### src/include/step_input_consts.vh
// step_input_consts.vh: offsets, field positions, reset values and timing counts
// assumes: included by bare name from the rtl files, 100 MHz system clock
`ifndef STEP_INPUT_CONSTS_VH
`define STEP_INPUT_CONSTS_VH

// ----------------------------------------------------------------
// register offsets (word addresses on the plain register port)
// ----------------------------------------------------------------
`define ADDR_CONTROL      4'h0
`define ADDR_RESOLUTION   4'h1
`define ADDR_CURRENT      4'h2
`define ADDR_POSITION     4'h3
`define ADDR_STATUS       4'h4
`define ADDR_STEP_COUNT   4'h5

// ----------------------------------------------------------------
// field positions and reset values
// ----------------------------------------------------------------
`define CTRL_CLEAR_BIT    0
`define STAT_OUT_EN_BIT   0
`define STAT_DIR_BIT      1
`define STAT_LAST_DIR_BIT 2
`define RES_WIDTH         4
`define RES_RESET         4'h0
`define RUN_CUR_RESET     8'h80
`define HOLD_CUR_RESET    8'h40
`define POS_WIDTH         16
`define POS_RESET         16'h0000
`define CW_RESET          1'b1
`define OUT_EN_RESET      1'b1
`define COUNT_RESET       16'h0000
`define CUR_OFF           8'h00

// ----------------------------------------------------------------
// timing: the controller's step limits, in ns and kHz, and derived cycles
// ----------------------------------------------------------------
`define CLOCK_PERIOD_NS   10
`define STEP_MIN_PULSE_NS 400
`define STEP_MAX_FREQ_KHZ 2000
`define STEP_MIN_PULSE_CYC (`STEP_MIN_PULSE_NS / `CLOCK_PERIOD_NS)
`define STEP_MIN_PERIOD_CYC (1000000 / (`STEP_MAX_FREQ_KHZ * `CLOCK_PERIOD_NS))

`endif

### src/rtl/pin_sync.v
// pin_sync.v: three-flop synchroniser with agreement filter for one pin
// assumes: pin is asynchronous to clock; output changes once stages 2 and 3 agree

module pin_sync #(
   parameter RESET_LEVEL = 1'b1
) (
   // clock and reset
   input  wire clock,
   input  wire rst,
   // pin and filtered level
   input  wire pin,
   output reg  level_q
);

   reg s1_q;
   reg s2_q;
   reg s3_q;

   always @(posedge clock) begin
      if (rst) begin
         s1_q    <= RESET_LEVEL;
         s2_q    <= RESET_LEVEL;
         s3_q    <= RESET_LEVEL;
         level_q <= RESET_LEVEL;
      end else begin
         s1_q <= pin;
         s2_q <= s1_q;
         s3_q <= s2_q;
         // s1 is only read by s2; the filter looks at s2 and s3
         if (s2_q == s3_q) begin
            level_q <= s3_q;
         end
      end
   end

endmodule // pin_sync

### src/rtl/step_dir_enable_input_logic.v
// step_dir_enable_input_logic.v: step, direction and enable input logic of a
// microstepping driver, with position generator and phase-current outputs
// assumes: pins come straight from the isolated inputs, pulled high when open;
// register port master follows one-cycle strobes, read data one cycle later
//
// Our own choices: the register addresses and the strobed register port.
`include "step_input_consts.vh"

// Summary of operation
// enable pin high (default when open) keeps driver outputs active.
// enable pin low disables the driver output stage.
// position generator keeps counting on every step while outputs are disabled.
// enable is asynchronous to other inputs and accepted at any moment.
// step rising edge latches direction and resolution, used for that step.
// direction or resolution changes act only at the next step rising edge.
// run and hold current settings apply immediately, no step needed.
// controller keeps step pulses at least 400 ns, at most 2.0 MHz.
// each step rising edge moves position one microstep, up or down.
// direction high gives clockwise, low gives counter-clockwise.
// on re-enable outputs show the net steps taken while disabled.
module step_dir_enable_input_logic (
   // clock and reset
   input  wire        clock,
   input  wire        rst,
   // isolated logic input pins
   input  wire        step_pin,
   input  wire        dir_pin,
   input  wire        enable_pin,
   // register port
   input  wire [3:0]  addr,
   input  wire [31:0] wdata,
   input  wire        write_strobe,
   input  wire        read_strobe,
   output reg  [31:0] rdata_q,
   // driver output stage
   output reg         out_enable_q,
   output reg         clockwise_q,
   output reg  [15:0] position_q,
   output reg  [7:0]  phase_current_q,
   output reg         step_taken_q
);

   // ----------------------------------------------------------------
   // pin synchronisers
   // ----------------------------------------------------------------
   wire step_s;
   wire dir_s;
   wire enable_s;

   pin_sync #(.RESET_LEVEL(1'b0)) step_sync (
      .clock   (clock),
      .rst     (rst),
      .pin     (step_pin),
      .level_q (step_s)
   );

   pin_sync #(.RESET_LEVEL(1'b1)) dir_sync (
      .clock   (clock),
      .rst     (rst),
      .pin     (dir_pin),
      .level_q (dir_s)
   );

   // limitation: a pin pulse shorter than about two clocks may never settle
   // through the agreement filter; the controller's minimum pulse is far above it
   // enable has its own path, independent of step timing
   pin_sync #(.RESET_LEVEL(1'b1)) enable_sync (
      .clock   (clock),
      .rst     (rst),
      .pin     (enable_pin),
      .level_q (enable_s)
   );

   // ----------------------------------------------------------------
   // software registers
   // ----------------------------------------------------------------
   reg [`RES_WIDTH-1:0] resolution_q;
   reg [7:0]            run_current_q;
   reg [7:0]            hold_current_q;
   reg [15:0]           step_count_q;
   reg                  step_prev_q;
   reg                  last_dir_q;

   function sel;
      input [3:0] a;
      input [3:0] target;
      begin
         sel = (a == target);
      end
   endfunction

   // clear is a write pulse, not a stored bit: reading the control word gives zero
   wire clear_req = write_strobe && sel(addr, `ADDR_CONTROL) && wdata[`CTRL_CLEAR_BIT];

   always @(posedge clock) begin
      if (rst) begin
         resolution_q   <= `RES_RESET;
         run_current_q  <= `RUN_CUR_RESET;
         hold_current_q <= `HOLD_CUR_RESET;
      end else if (write_strobe) begin
         if (sel(addr, `ADDR_RESOLUTION)) begin
            resolution_q <= wdata[`RES_WIDTH-1:0];
         end
         if (sel(addr, `ADDR_CURRENT)) begin
            run_current_q  <= wdata[7:0];
            hold_current_q <= wdata[15:8];
         end
      end
   end

   // ----------------------------------------------------------------
   // step edge, latch and position generator
   // ----------------------------------------------------------------
   wire step_rise = step_s && !step_prev_q;

   // microstep size: 2**resolution; the widest setting still fits the
   // 16-bit generator, so no cap is needed
   function [15:0] step_size;
      input [`RES_WIDTH-1:0] res;
      begin
         step_size = 16'h0001 << res;
      end
   endfunction

   reg [15:0] position_d;
   reg [15:0] step_count_d;

   // counting ignores the enable on purpose, so the generator keeps
   // tracking the controller while the stage is off
   always @* begin
      position_d   = position_q;
      step_count_d = step_count_q;
      if (step_rise) begin
         if (dir_s) begin
            position_d = position_q + step_size(resolution_q);
         end else begin
            position_d = position_q - step_size(resolution_q);
         end
      end
      // a step in the clearing cycle still counts: the clear applies and the count restarts at 1
      if (step_rise) begin
         step_count_d = clear_req ? 16'h0001 : step_count_q + 16'h0001;
      end else if (clear_req) begin
         step_count_d = `COUNT_RESET;
      end
   end

   always @(posedge clock) begin
      if (rst) begin
         step_prev_q  <= 1'b0;
         position_q   <= `POS_RESET;
         clockwise_q  <= `CW_RESET;
         last_dir_q   <= `CW_RESET;
         step_taken_q <= 1'b0;
         step_count_q <= `COUNT_RESET;
      end else begin
         step_prev_q  <= step_s;
         step_taken_q <= step_rise;
         position_q   <= position_d;
         step_count_q <= step_count_d;
         // direction is stored only here, so a pin change waits for the next step
         if (step_rise) begin
            last_dir_q  <= dir_s;
            clockwise_q <= dir_s;
         end
      end
   end

   // ----------------------------------------------------------------
   // output stage
   // ----------------------------------------------------------------
   reg [7:0] phase_current_d;

   // both current registers are read live, so a new setting shows at once
   always @* begin
      if (!enable_s) begin
         phase_current_d = `CUR_OFF;
      end else if (step_rise) begin
         phase_current_d = run_current_q;
      end else begin
         phase_current_d = hold_current_q;
      end
   end

   // position_q is shared, so re-enabled outputs show all steps taken meanwhile
   always @(posedge clock) begin
      if (rst) begin
         out_enable_q    <= `OUT_EN_RESET;
         phase_current_q <= `CUR_OFF;
      end else begin
         out_enable_q    <= enable_s;
         phase_current_q <= phase_current_d;
      end
   end

   // ----------------------------------------------------------------
   // read port
   // ----------------------------------------------------------------
   reg [31:0] rdata_d;

   // idle cycles return zero so a stale word is never taken for an answer
   always @* begin
      rdata_d = 32'h00000000;
      if (read_strobe) begin
         case (addr)
            `ADDR_RESOLUTION: rdata_d = {28'h0000000, resolution_q};
            `ADDR_CURRENT:    rdata_d = {16'h0000, hold_current_q, run_current_q};
            `ADDR_POSITION:   rdata_d = {16'h0000, position_q};
            `ADDR_STATUS: begin
               rdata_d[`STAT_OUT_EN_BIT]   = enable_s;
               rdata_d[`STAT_DIR_BIT]      = dir_s;
               rdata_d[`STAT_LAST_DIR_BIT] = last_dir_q;
            end
            `ADDR_STEP_COUNT: rdata_d = {16'h0000, step_count_q};
            default:          rdata_d = 32'h00000000;
         endcase
      end
   end

   always @(posedge clock) begin
      if (rst) begin
         rdata_q <= 32'h00000000;
      end else begin
         rdata_q <= rdata_d;
      end
   end

endmodule // step_dir_enable_input_logic

### config.mk
export PLATFORM = sky130hd
export DESIGN_NAME = step_dir_enable_input_logic
export DESIGN_NICKNAME = d
export VERILOG_FILES = /design/src/rtl/pin_sync.v /design/src/rtl/step_dir_enable_input_logic.v
export VERILOG_INCLUDE_DIRS = /design/src /design/src/include
export SDC_FILE = /design/constraint.sdc
export NUM_CORES = 1
export LEC_CHECK = 0
export BUFFER_PORTS_ARGS = -buffer_cell sky130_fd_sc_hd__buf_2
export CELL_PAD_IN_SITES_DETAIL_PLACEMENT = 1
export CELL_PAD_IN_SITES_GLOBAL_PLACEMENT = 2
export CORE_MARGIN = 1
export CORE_UTILIZATION = 34
export CTS_CLUSTER_SIZE = 28
export DETAILED_ROUTE_END_ITERATION = 16
export HOLD_SLACK_MARGIN = 0.08
export PLACE_DENSITY = 0.82
export SLEW_MARGIN = 20
export SYNTH_ARGS = -nofsm -noshare
export SYNTH_HDL_FRONTEND = slang
export SYNTH_SLANG_ARGS = --single-unit
### constraint.sdc
create_clock -name clock -period 5.8 [get_ports clock]
set_input_delay 0.29 -clock clock [delete_from_list [all_inputs] [get_ports clock]]
set_output_delay 0.29 -clock clock [all_outputs]
set_load 0.02 [all_outputs]
After elaboration in Yosys (flattened, before gate mapping)
Cells that the tools add are included.

storage, ports and cells
  input port bits = 43
  bits in registers = 108
  logic and storage cells = 54

operators by class
  bitwise operators = 2
  shift operators = 1
  reduce and logical (&&, ||, !) cells = 10
  add/sub/neg operators = 3
  eq/ne operators = 8
  muxes and demuxes = 7

operators by type and width
  kind                     count
  $mux W16                 4
  $pmux W13 S4             1
  $add A16 B1 Y16 const B  1
  $add A16 B16 Y16         1
  $shl A1 B4 Y16 const A   1
  $sub A16 B16 Y16         1
  $pmux W3 S5              1
  $eq A4 B2 Y1 const B     2
  $eq A4 B3 Y1 const B     2
  $mux W8                  1
  $eq A4 B1 Y1 const B     1
  $logic_not A4 Y1         1
  $reduce_and A2 Y1        2
  $reduce_or A2 Y1         2
  $eq A1 B1 Y1             3
  $logic_and A1 B1 Y1      3
  $not A1 Y1               2
  $reduce_bool A2 Y1       1
  $logic_not A1 Y1         1

Logic depth before layout (Yosys ltp)
Gate-level depths: netlist (run 1).

  word-level depth = 5
  gate-level depth with buffers = 16
  mapped depth without buffers = 14

Hierarchy
A second synthesis (run 1) with hierarchy kept.

second synthesis, totals
  cells, all modules = 572
  area total of the unflattened synthesis = 4,700.8 µm²

by module, submodules not included
  module                       cells an instance  sequential area each (µm²)  times used  area each (µm²)
  step_dir_enable_input_logic  542                1,601.5                     1           4,357.9
  pin_sync (dir_sync ...)      10                 80.1                        2           115.1
  pin_sync (step_sync)         10                 80.1                        1           112.6

Worst setup path after synthesis (run 1)
OpenSTA, ideal clock, no wires.

  kind = reg2reg
  from = reg resolution_q[2]
  to = reg position_q[15]
  data arrival time = 3.451 ns
  path slack = 2.275 ns
  setup time = 0.074 ns
  stages on the path, launching flop included = 17
  path buffers = 2
  clock period less this slack = 3.525 ns
  cells stage by stage = dfxtp_1 -> clkbuf_1 -> clkbuf_1 -> nor4_1 -> inv_1 -> ha_1 -> nor2_1 -> nand2_1 -> o311ai_0 -> a211oi_1 -> ha_1 -> a211oi_1 -> nor2_1 -> o41ai_4 -> mux2i_1 -> o2111ai_1 -> a31oi_1

between the ends
  word-level cells in the longest chain between the ends = 3

RTL lines
  item                                                  RTL line                                                              text
  from (decl)                                           step_dir_enable_input_logic.v:77                                      reg [`RES_WIDTH-1:0] resolution_q;
  from (signal assigned)                                step_dir_enable_input_logic.v:97                                      resolution_q <= `RES_RESET;
  from (signal assigned)                                step_dir_enable_input_logic.v:102                                     resolution_q <= wdata[`RES_WIDTH-1:0];
  $shl A1 B4 Y16 *                                      step_dir_enable_input_logic.v:121                                     step_size = 16'h0001 << res;
  $sub A16 B16 Y16 or $add A16 B16 Y16 (tied branches)  step_dir_enable_input_logic.v:137, step_dir_enable_input_logic.v:135
  $mux W16 *                                            step_dir_enable_input_logic.v:134                                     if (dir_s) begin
  to (signal assigned)                                  step_dir_enable_input_logic.v:151                                     position_q <= `POS_RESET;
  to (signal assigned)                                  step_dir_enable_input_logic.v:159                                     position_q <= position_d;
  to (decl)                                             step_dir_enable_input_logic.v:38                                      output reg [15:0] position_q,

Every way passes the cells marked *; elsewhere a longest branch is shown, timed or not.
A chain may end at the register's enable or synchronous reset.

Worst setup path in the final report (run 1)
  from = reg resolution_q[1]
  to = reg position_q[15]

The elaborated chain is that of the path after synthesis.

==> flow_summary.yaml, run 1 <==
die:
  die_h_um: 120
  die_w_um: 120
  die-area_um2: 14400
  num_rows: 42
  pin_count: 102
  initial_core_util: 0.353
  coreArea_um2: 13400
min_path:
  holdPathStages: 2
  hold_end: "enable_sync.s1_q$_SDFF_PP1_"
  hold_class: "primary input to register"
  hp-start: "enable_pin"
setup_path:
  end_kind: "register"
  path_max_fanout: 22
  crit_arrival_ps: 4370
  ff2ff_path_depth: 14
  rr_startpoint: "resolution_q[1]$_SDFFE_PP0P_"
  r2r-end: "position_q[15]$_SDFFE_PP0P_"
  cp-start-kind: "register"
  r2r_slack_ps: 1640
  required_ps: 6010
  crit_type: "register to register"
sta:
  fin_crit_sh: 0.717
  rsz0062_at_grt: "no"
  clock-skew-final_ps: 8.18
  period_minus_slack_ps: 4160
  slew-limit-headroom: 0.433
  tns_ps: 0
  tightest_slew_ps: 849
  fmax_mhz: 240
  holdWs_ps: 117
  report.final.setup_viol: 0
  hold_viol: 0
  slew_viol_final: 0
synth:
  syn_area_um2: 4730
  synth.area.top_cells: "dfxtp_1 (39%), nand2_1 (7.5%), a21oi_1 (6.5%)"
  synth_area_per_cell_um2: 8.09
  synth_seq_cells: 92
  synthArstFlopShare: 0
  synthCells: 584
  synth_top_cell_area_share: 0.390
  yosys.cell_types.count: 63
  yosys-top-cells-count: "nand2_1 (94), dfxtp_1 (92), a21oi_1 (61)"
  yosysTopAreaCell: "dfxtp_1"
  yosys_most_used_dff: "dfxtp_1"
  ys.warnings.count: 0
  synth_edf_count: 0
  yosysMostFrequentCell: "nand2_1"
  yosysSeqAreaShare: 0.390
clocking:
  postCtsSetupRepairBufs: 0
  clock_path_buffers: 2
  cts_resized: 0
  cts_sinks: 92
  clk_pin_slew_ps: 70
  tritoncts: "built"
  hold_buffers: 0
  clk_latency_ps: 350
  cts_root_buf: "clkbuf_16"
  htree_levels: 3
  cts_buffers: 9
final_layout:
  nets: 697
  multi_input_area_um2: 2660
  drive_above_1_share: 0.171
  fin_util: 0.404
  regArea_um2: 1840
  areaGrowthSynthToFinish_pct: 14.6
  antenna_cells: 0
  n_fill_cell: 1657
drt:
  viasPerCell: 5.40
  ant_nets: 0
  dr.first_iter.drc_count: 271
  totalWireLength_um: 14200
  vias: 4398
  post_drt_wl_per_cell_um: 17.4
  drc: 0
  drt-pass1-iter-count: 7
global_route:
  grt_max_degree: 46
  grt-ovfl-total: 0
  grt_pass1_vias: 4460
  grt_pass1_wl_um: 22800
  grt_util_all_layers: 0.205
  antenna_found_initial: 0
run_status:
  outcome: "complete, no violations"
power:
  powerDensity_nw_per_um2: 237
  leakage_nw: 2.24
  finalPower_mw: 1.28
  power.internal_mw: 0.972
  swShare: 0.242
  clockPowerShare: 0.453
  comb_power_share: 0.046
  pwr-share-seq: 0.501
  p_switching_mw: 0.310
  ir_worst_vdd_v: 0.000136
run:
  cap_violations: 0
placement:
  io_buffers: 69
  place_congestion: 0.827
  post-dp-hpwl_um: 10400
==> worst max-delay path: stages (launching register included) <==
cell	delay, ps
dfxtp_1	560
nor4_1	470
inv_1	90
ha_1	280
nor2_1	420
nand2_1	100
o311ai_0	400
a211oi_1	150
ha_1	360
a211oi_1	260
nor2_1	130
o41ai_4	340
nor4_1	100
a221oi_1	240
a31oi_1	120
==> cells by family after synthesis <==
family / after synthesis / share of synthesized area
xor+xnor: 18 / 0.0334
buf+inv: 57 / 0.0604
mux: 2 / 0.00424
fa+ha+maj: 21 / 0.0572
flops: 92 / 0.390
simple gates: 240 / 0.239
other cells: 1 / 0.000794
compound gates: 153 / 0.216
==> final cells by class <==
cell class,count,share of cell area
multi-input combinational,450,0.491
sequential,92,0.340
timing repair buffer,73,0.0693
clock buffer,11,0.0467
tap,176,0.0407
clock inverter,5,0.00785
inverter,7,0.00485
==> power by group through the flow <==
stage | logic (mW) | clock network, mW | registers, mW
4_1_cts | 0.0588 | 0.601 | 0.642
6_report | 0.0589 | 0.581 | 0.642
5_1_grt | 0.0649 | 0.622 | 0.643
3_3_place_gp | 0.0573 | 0 | 0.657
2_1_floorplan | 0.0457 | 0 | 0.655
3_5_place_dp | 0.0586 | 0 | 0.657
==> placed cells by master (no fill, tap or decap), drive strengths merged, types with 6 or more instances in the layout <==
| cell type | instances |
|---|---|
| nand2 | 94 |
| and3 | 9 |
| dfxtp | 92 |
| inv | 8 |
| buf | 73 |
| nand4 | 8 |
| nand3 | 24 |
| nor2 | 54 |
| a21oi | 61 |
| nand2b | 7 |
| conb | 16 |
| clkbuf | 11 |
| a222oi | 16 |
| or2 | 10 |
| nor3 | 9 |
| xor2 | 13 |
| a211oi | 6 |
| ha | 20 |
| a21o | 7 |
| o21ai | 25 |
==> stage by stage <==
stage	setup WS (ps)	area, um2	std cells
after floorplan	2280	4780	599
after global placement	1780	5120	798
after detailed placement	1640	5120	798
after CTS	1600	5410	814
after global routing	1260	5420	814
final	1640	5420	814
==> how the worst max path moves through the flow <==
stage	start	end	slack, ps
after detailed placement	resolution_q[1]$_SDFFE_PP0P_	position_q[15]$_SDFFE_PP0P_	1640
after CTS	resolution_q[1]$_SDFFE_PP0P_	position_q[15]$_SDFFE_PP0P_	1600
after global placement	resolution_q[1]$_SDFFE_PP0P_	position_q[15]$_SDFFE_PP0P_	1780
after global routing	resolution_q[1]$_SDFFE_PP0P_	position_q[15]$_SDFFE_PP0P_	1260
final	resolution_q[1]$_SDFFE_PP0P_	position_q[15]$_SDFFE_PP0P_	1640
after floorplan	resolution_q[2]$_SDFFE_PP0P_	position_q[15]$_SDFFE_PP0P_	2280
==> flip-flops by register name, summed over array words and instances (netlist names), 4 cells and up <==
register,cells
rdata_q,16
position_q,16
phase_current_q,8
resolution_q,4
step_count_q,16
hold_current_q,8
run_current_q,8
==> layer usage <==
layer  routed length (um)  part of all wire  vias up  global-route usage
li1                     -                 -     2155                   -
met5                    0                 0        -                   0
met1                 6510              0.46     2130               0.254
met4                  379             0.027        0              0.0828
met3                  507             0.036       27              0.0433
met2                 6780              0.48       86               0.343
Power figures use the tool's default switching activity.
==> run 2: changes to the inputs <==
--- a/config.mk
+++ b/config.mk
@@ -10,11 +10,11 @@
 export CELL_PAD_IN_SITES_DETAIL_PLACEMENT = 1
 export CELL_PAD_IN_SITES_GLOBAL_PLACEMENT = 2
 export CORE_MARGIN = 1
-export CORE_UTILIZATION = 34
+export CORE_UTILIZATION = 28
 export CTS_CLUSTER_SIZE = 28
 export DETAILED_ROUTE_END_ITERATION = 16
 export HOLD_SLACK_MARGIN = 0.08
-export PLACE_DENSITY = 0.82
+export PLACE_DENSITY = 0.72
 export SLEW_MARGIN = 20
 export SYNTH_ARGS = -nofsm -noshare
 export SYNTH_HDL_FRONTEND = slang
==> constraint.sdc (replaced) <==
create_clock -name clock -period 3.7 [get_ports clock]
set_input_delay 0.185 -clock clock [delete_from_list [all_inputs] [get_ports clock]]
set_output_delay 0.185 -clock clock [all_outputs]
set_load 0.02 [all_outputs]
==> flow_summary.yaml, run 2 (synthesis results as in run 1) <==
placement:
  post_dp_cell_area_um2: 5260
  place_congestion: 0.768
  io_buffers: 69
  post-dp-hpwl_um: 11500
setup_path:
  cp_cell_sequence: "buf_6 > nand3b_1 > ha_1 > buf_4 > nor2_2 > nand2_1 > o311ai_2 > a211oi_2 > ha_1 > a211oi_2 > nor2_1 > o41ai_4 > buf_4 > nor4_1 > a221oi_1 > a31oi_1"
  crit_type: "register to register"
  required_ps: 3920
  path_delay_family: "compound AO/OA/AOI/OAI gates"
  slowest_delay_ps: 410
  crit_arrival_ps: 3670
  slowest_stage: "dfxtp_1"
  cp.buffers_inverters: 3
  cp-start-kind: "register"
  path_max_fanout: 17
  end_kind: "register"
global_route:
  grt_util_all_layers: 0.182
  grt-ovfl-total: 0
  antenna_found_initial: 0
  grt_pass1_vias: 4665
  grt_pass1_wl_um: 24700
  grt_max_degree: 46
drt:
  viasPerCell: 5.13
  ant_nets: 0
  post_drt_wl_per_cell_um: 17.5
  vias: 4527
  dr.first_iter.drc_count: 230
  drt-pass1-iter-count: 6
  totalWireLength_um: 15500
  drc: 0
clocking:
  tritoncts: "built"
  clock_path_buffers: 2
  cts_sinks: 92
  htree_levels: 3
  cts_root_buf: "clkbuf_16"
  cts_buffers: 9
  clk_pin_slew_ps: 70
  clk_latency_ps: 350
die:
  pin_count: 102
  die-area_um2: 17400
  die_h_um: 132
  die_w_um: 132
  initial_core_util: 0.286
  coreArea_um2: 16500
  num_rows: 47
run_status:
  outcome: "complete, no violations"
final_layout:
  n_fill_cell: 1993
  nets: 724
  multi_input_area_um2: 2700
  regArea_um2: 1840
  final_cell_area_um2: 5790
  drive_above_1_share: 0.190
  mostFrequentLayoutCell: "nand2_1"
  antenna_cells: 0
  reg_top3: "position_q: 16 flops, rdata_q: 16 flops, step_count_q: 16 flops"
  layout_common_cells: "nand2_1 (94), dfxtp_1 (92), buf_2 (69)"
  areaGrowthSynthToFinish_pct: 22.5
sta:
  tightest_slew_ps: 708
  hold_viol: 0
  report.final.setup_viol: 0
  fin_crit_sh: 0.933
  period_minus_slack_ps: 3450
  slew_viol_final: 0
  rsz0062_at_grt: "no"
  clock-skew-final_ps: 10.1
  tns_ps: 0
  fmax_mhz: 290
  slew-limit-headroom: 0.528
min_path:
  hold_class: "primary input to register"
power:
  powerDensity_nw_per_um2: 375
  ir_worst_vdd_v: 0.000209
  leakage_nw: 2.39
run:
  cap_violations: 0
==> run 2: cell count changes in the layout (fill, tap and decap cells not counted), sizes merged <==
cell,before,now
dlygate4sd3,0,14
buf,73,86
bufinv,0,3
clkinvlp,3,0
clkbuf,11,10
inv,8,7
==> run 2: path summary, 6_finish.rpt <==
| path | slack (ps) | startpoint | end | cells past startpoint |
|---|---|---|---|---|
| hold / removal | 90 | wdata[6] | run_current_q[6]$_SDFFE_PP0P_ | 3 |
| setup reg to reg | 250 | resolution_q[0]$_SDFFE_PP0P_ | position_q[15]$_SDFFE_PP0P_ | 16 |
| setup / recovery | 250 | resolution_q[0]$_SDFFE_PP0P_ | position_q[15]$_SDFFE_PP0P_ | 16 |
| hold reg to reg | 410 | enable_sync.s1_q$_SDFF_PP1_ | enable_sync.s2_q$_SDFF_PP1_ | 1 |
==> run 2: area by class of cell <==
class	instances	area share
clock buffers	10	0.0395
clock inverters	4	0.0171
inverters	7	0.00454
multi-input cells	450	0.466
flip-flops and latches	92	0.318
well taps	220	0.0475
repair buffers	100	0.107
==> run 2: through the flow <==
step | instances | power [mW] | util | setup slack, ps | hold WS, ps
2_1_floorplan | 599 | 1.10 | - | 175 | 289
3_3_place_gp | 853 | 1.12 | 0.318 | 243 | 368
3_5_place_dp | 853 | 1.13 | 0.318 | 80.3 | 371
4_1_cts | 881 | 2.20 | 0.346 | 42.7 | 85.2
5_1_grt | 883 | 2.25 | 0.350 | 0.922 | 95.7
6_report | 883 | 2.17 | 0.350 | 249 | 92.1
==> run 2: power breakdown <==
group / internal [mW] / switching, mW
sequential: 0.999 / 0.00621
combinational: 0.0394 / 0.0731
clock: 0.656 / 0.397
total: 1.69 / 0.477
==> run 2: timing repair <==
item	in CTS	in global routing
setup endpoints to repair	0	2
buffers inserted	0	2
hold endpoints to repair	14	0
resized for setup	0	13
hold buffers	14	0
==> run 2: worst reg2reg max path: stages, from the launching register on <==
cell      delay (ps)
dfxtp_1          410
buf_6            200
nand3b_1         120
ha_1             230
buf_4            160
nor2_2           110
nand2_1           90
o311ai_2         300
a211oi_2         100
ha_1             340
a211oi_2         230
nor2_1           110
o41ai_4          280
buf_4            190
nor4_1            50
a221oi_1         260
a31oi_1          120
==> run 2: metal layers <==
metal  wire (um)  track usage  vias up  share of wire
li1            -            -     2207              -
met2        7490        0.310       98           0.48
met5           0            0        -              0
met1        7100        0.230     2205           0.46
met4         225       0.0620        0          0.015
met3         635       0.0327       17          0.041
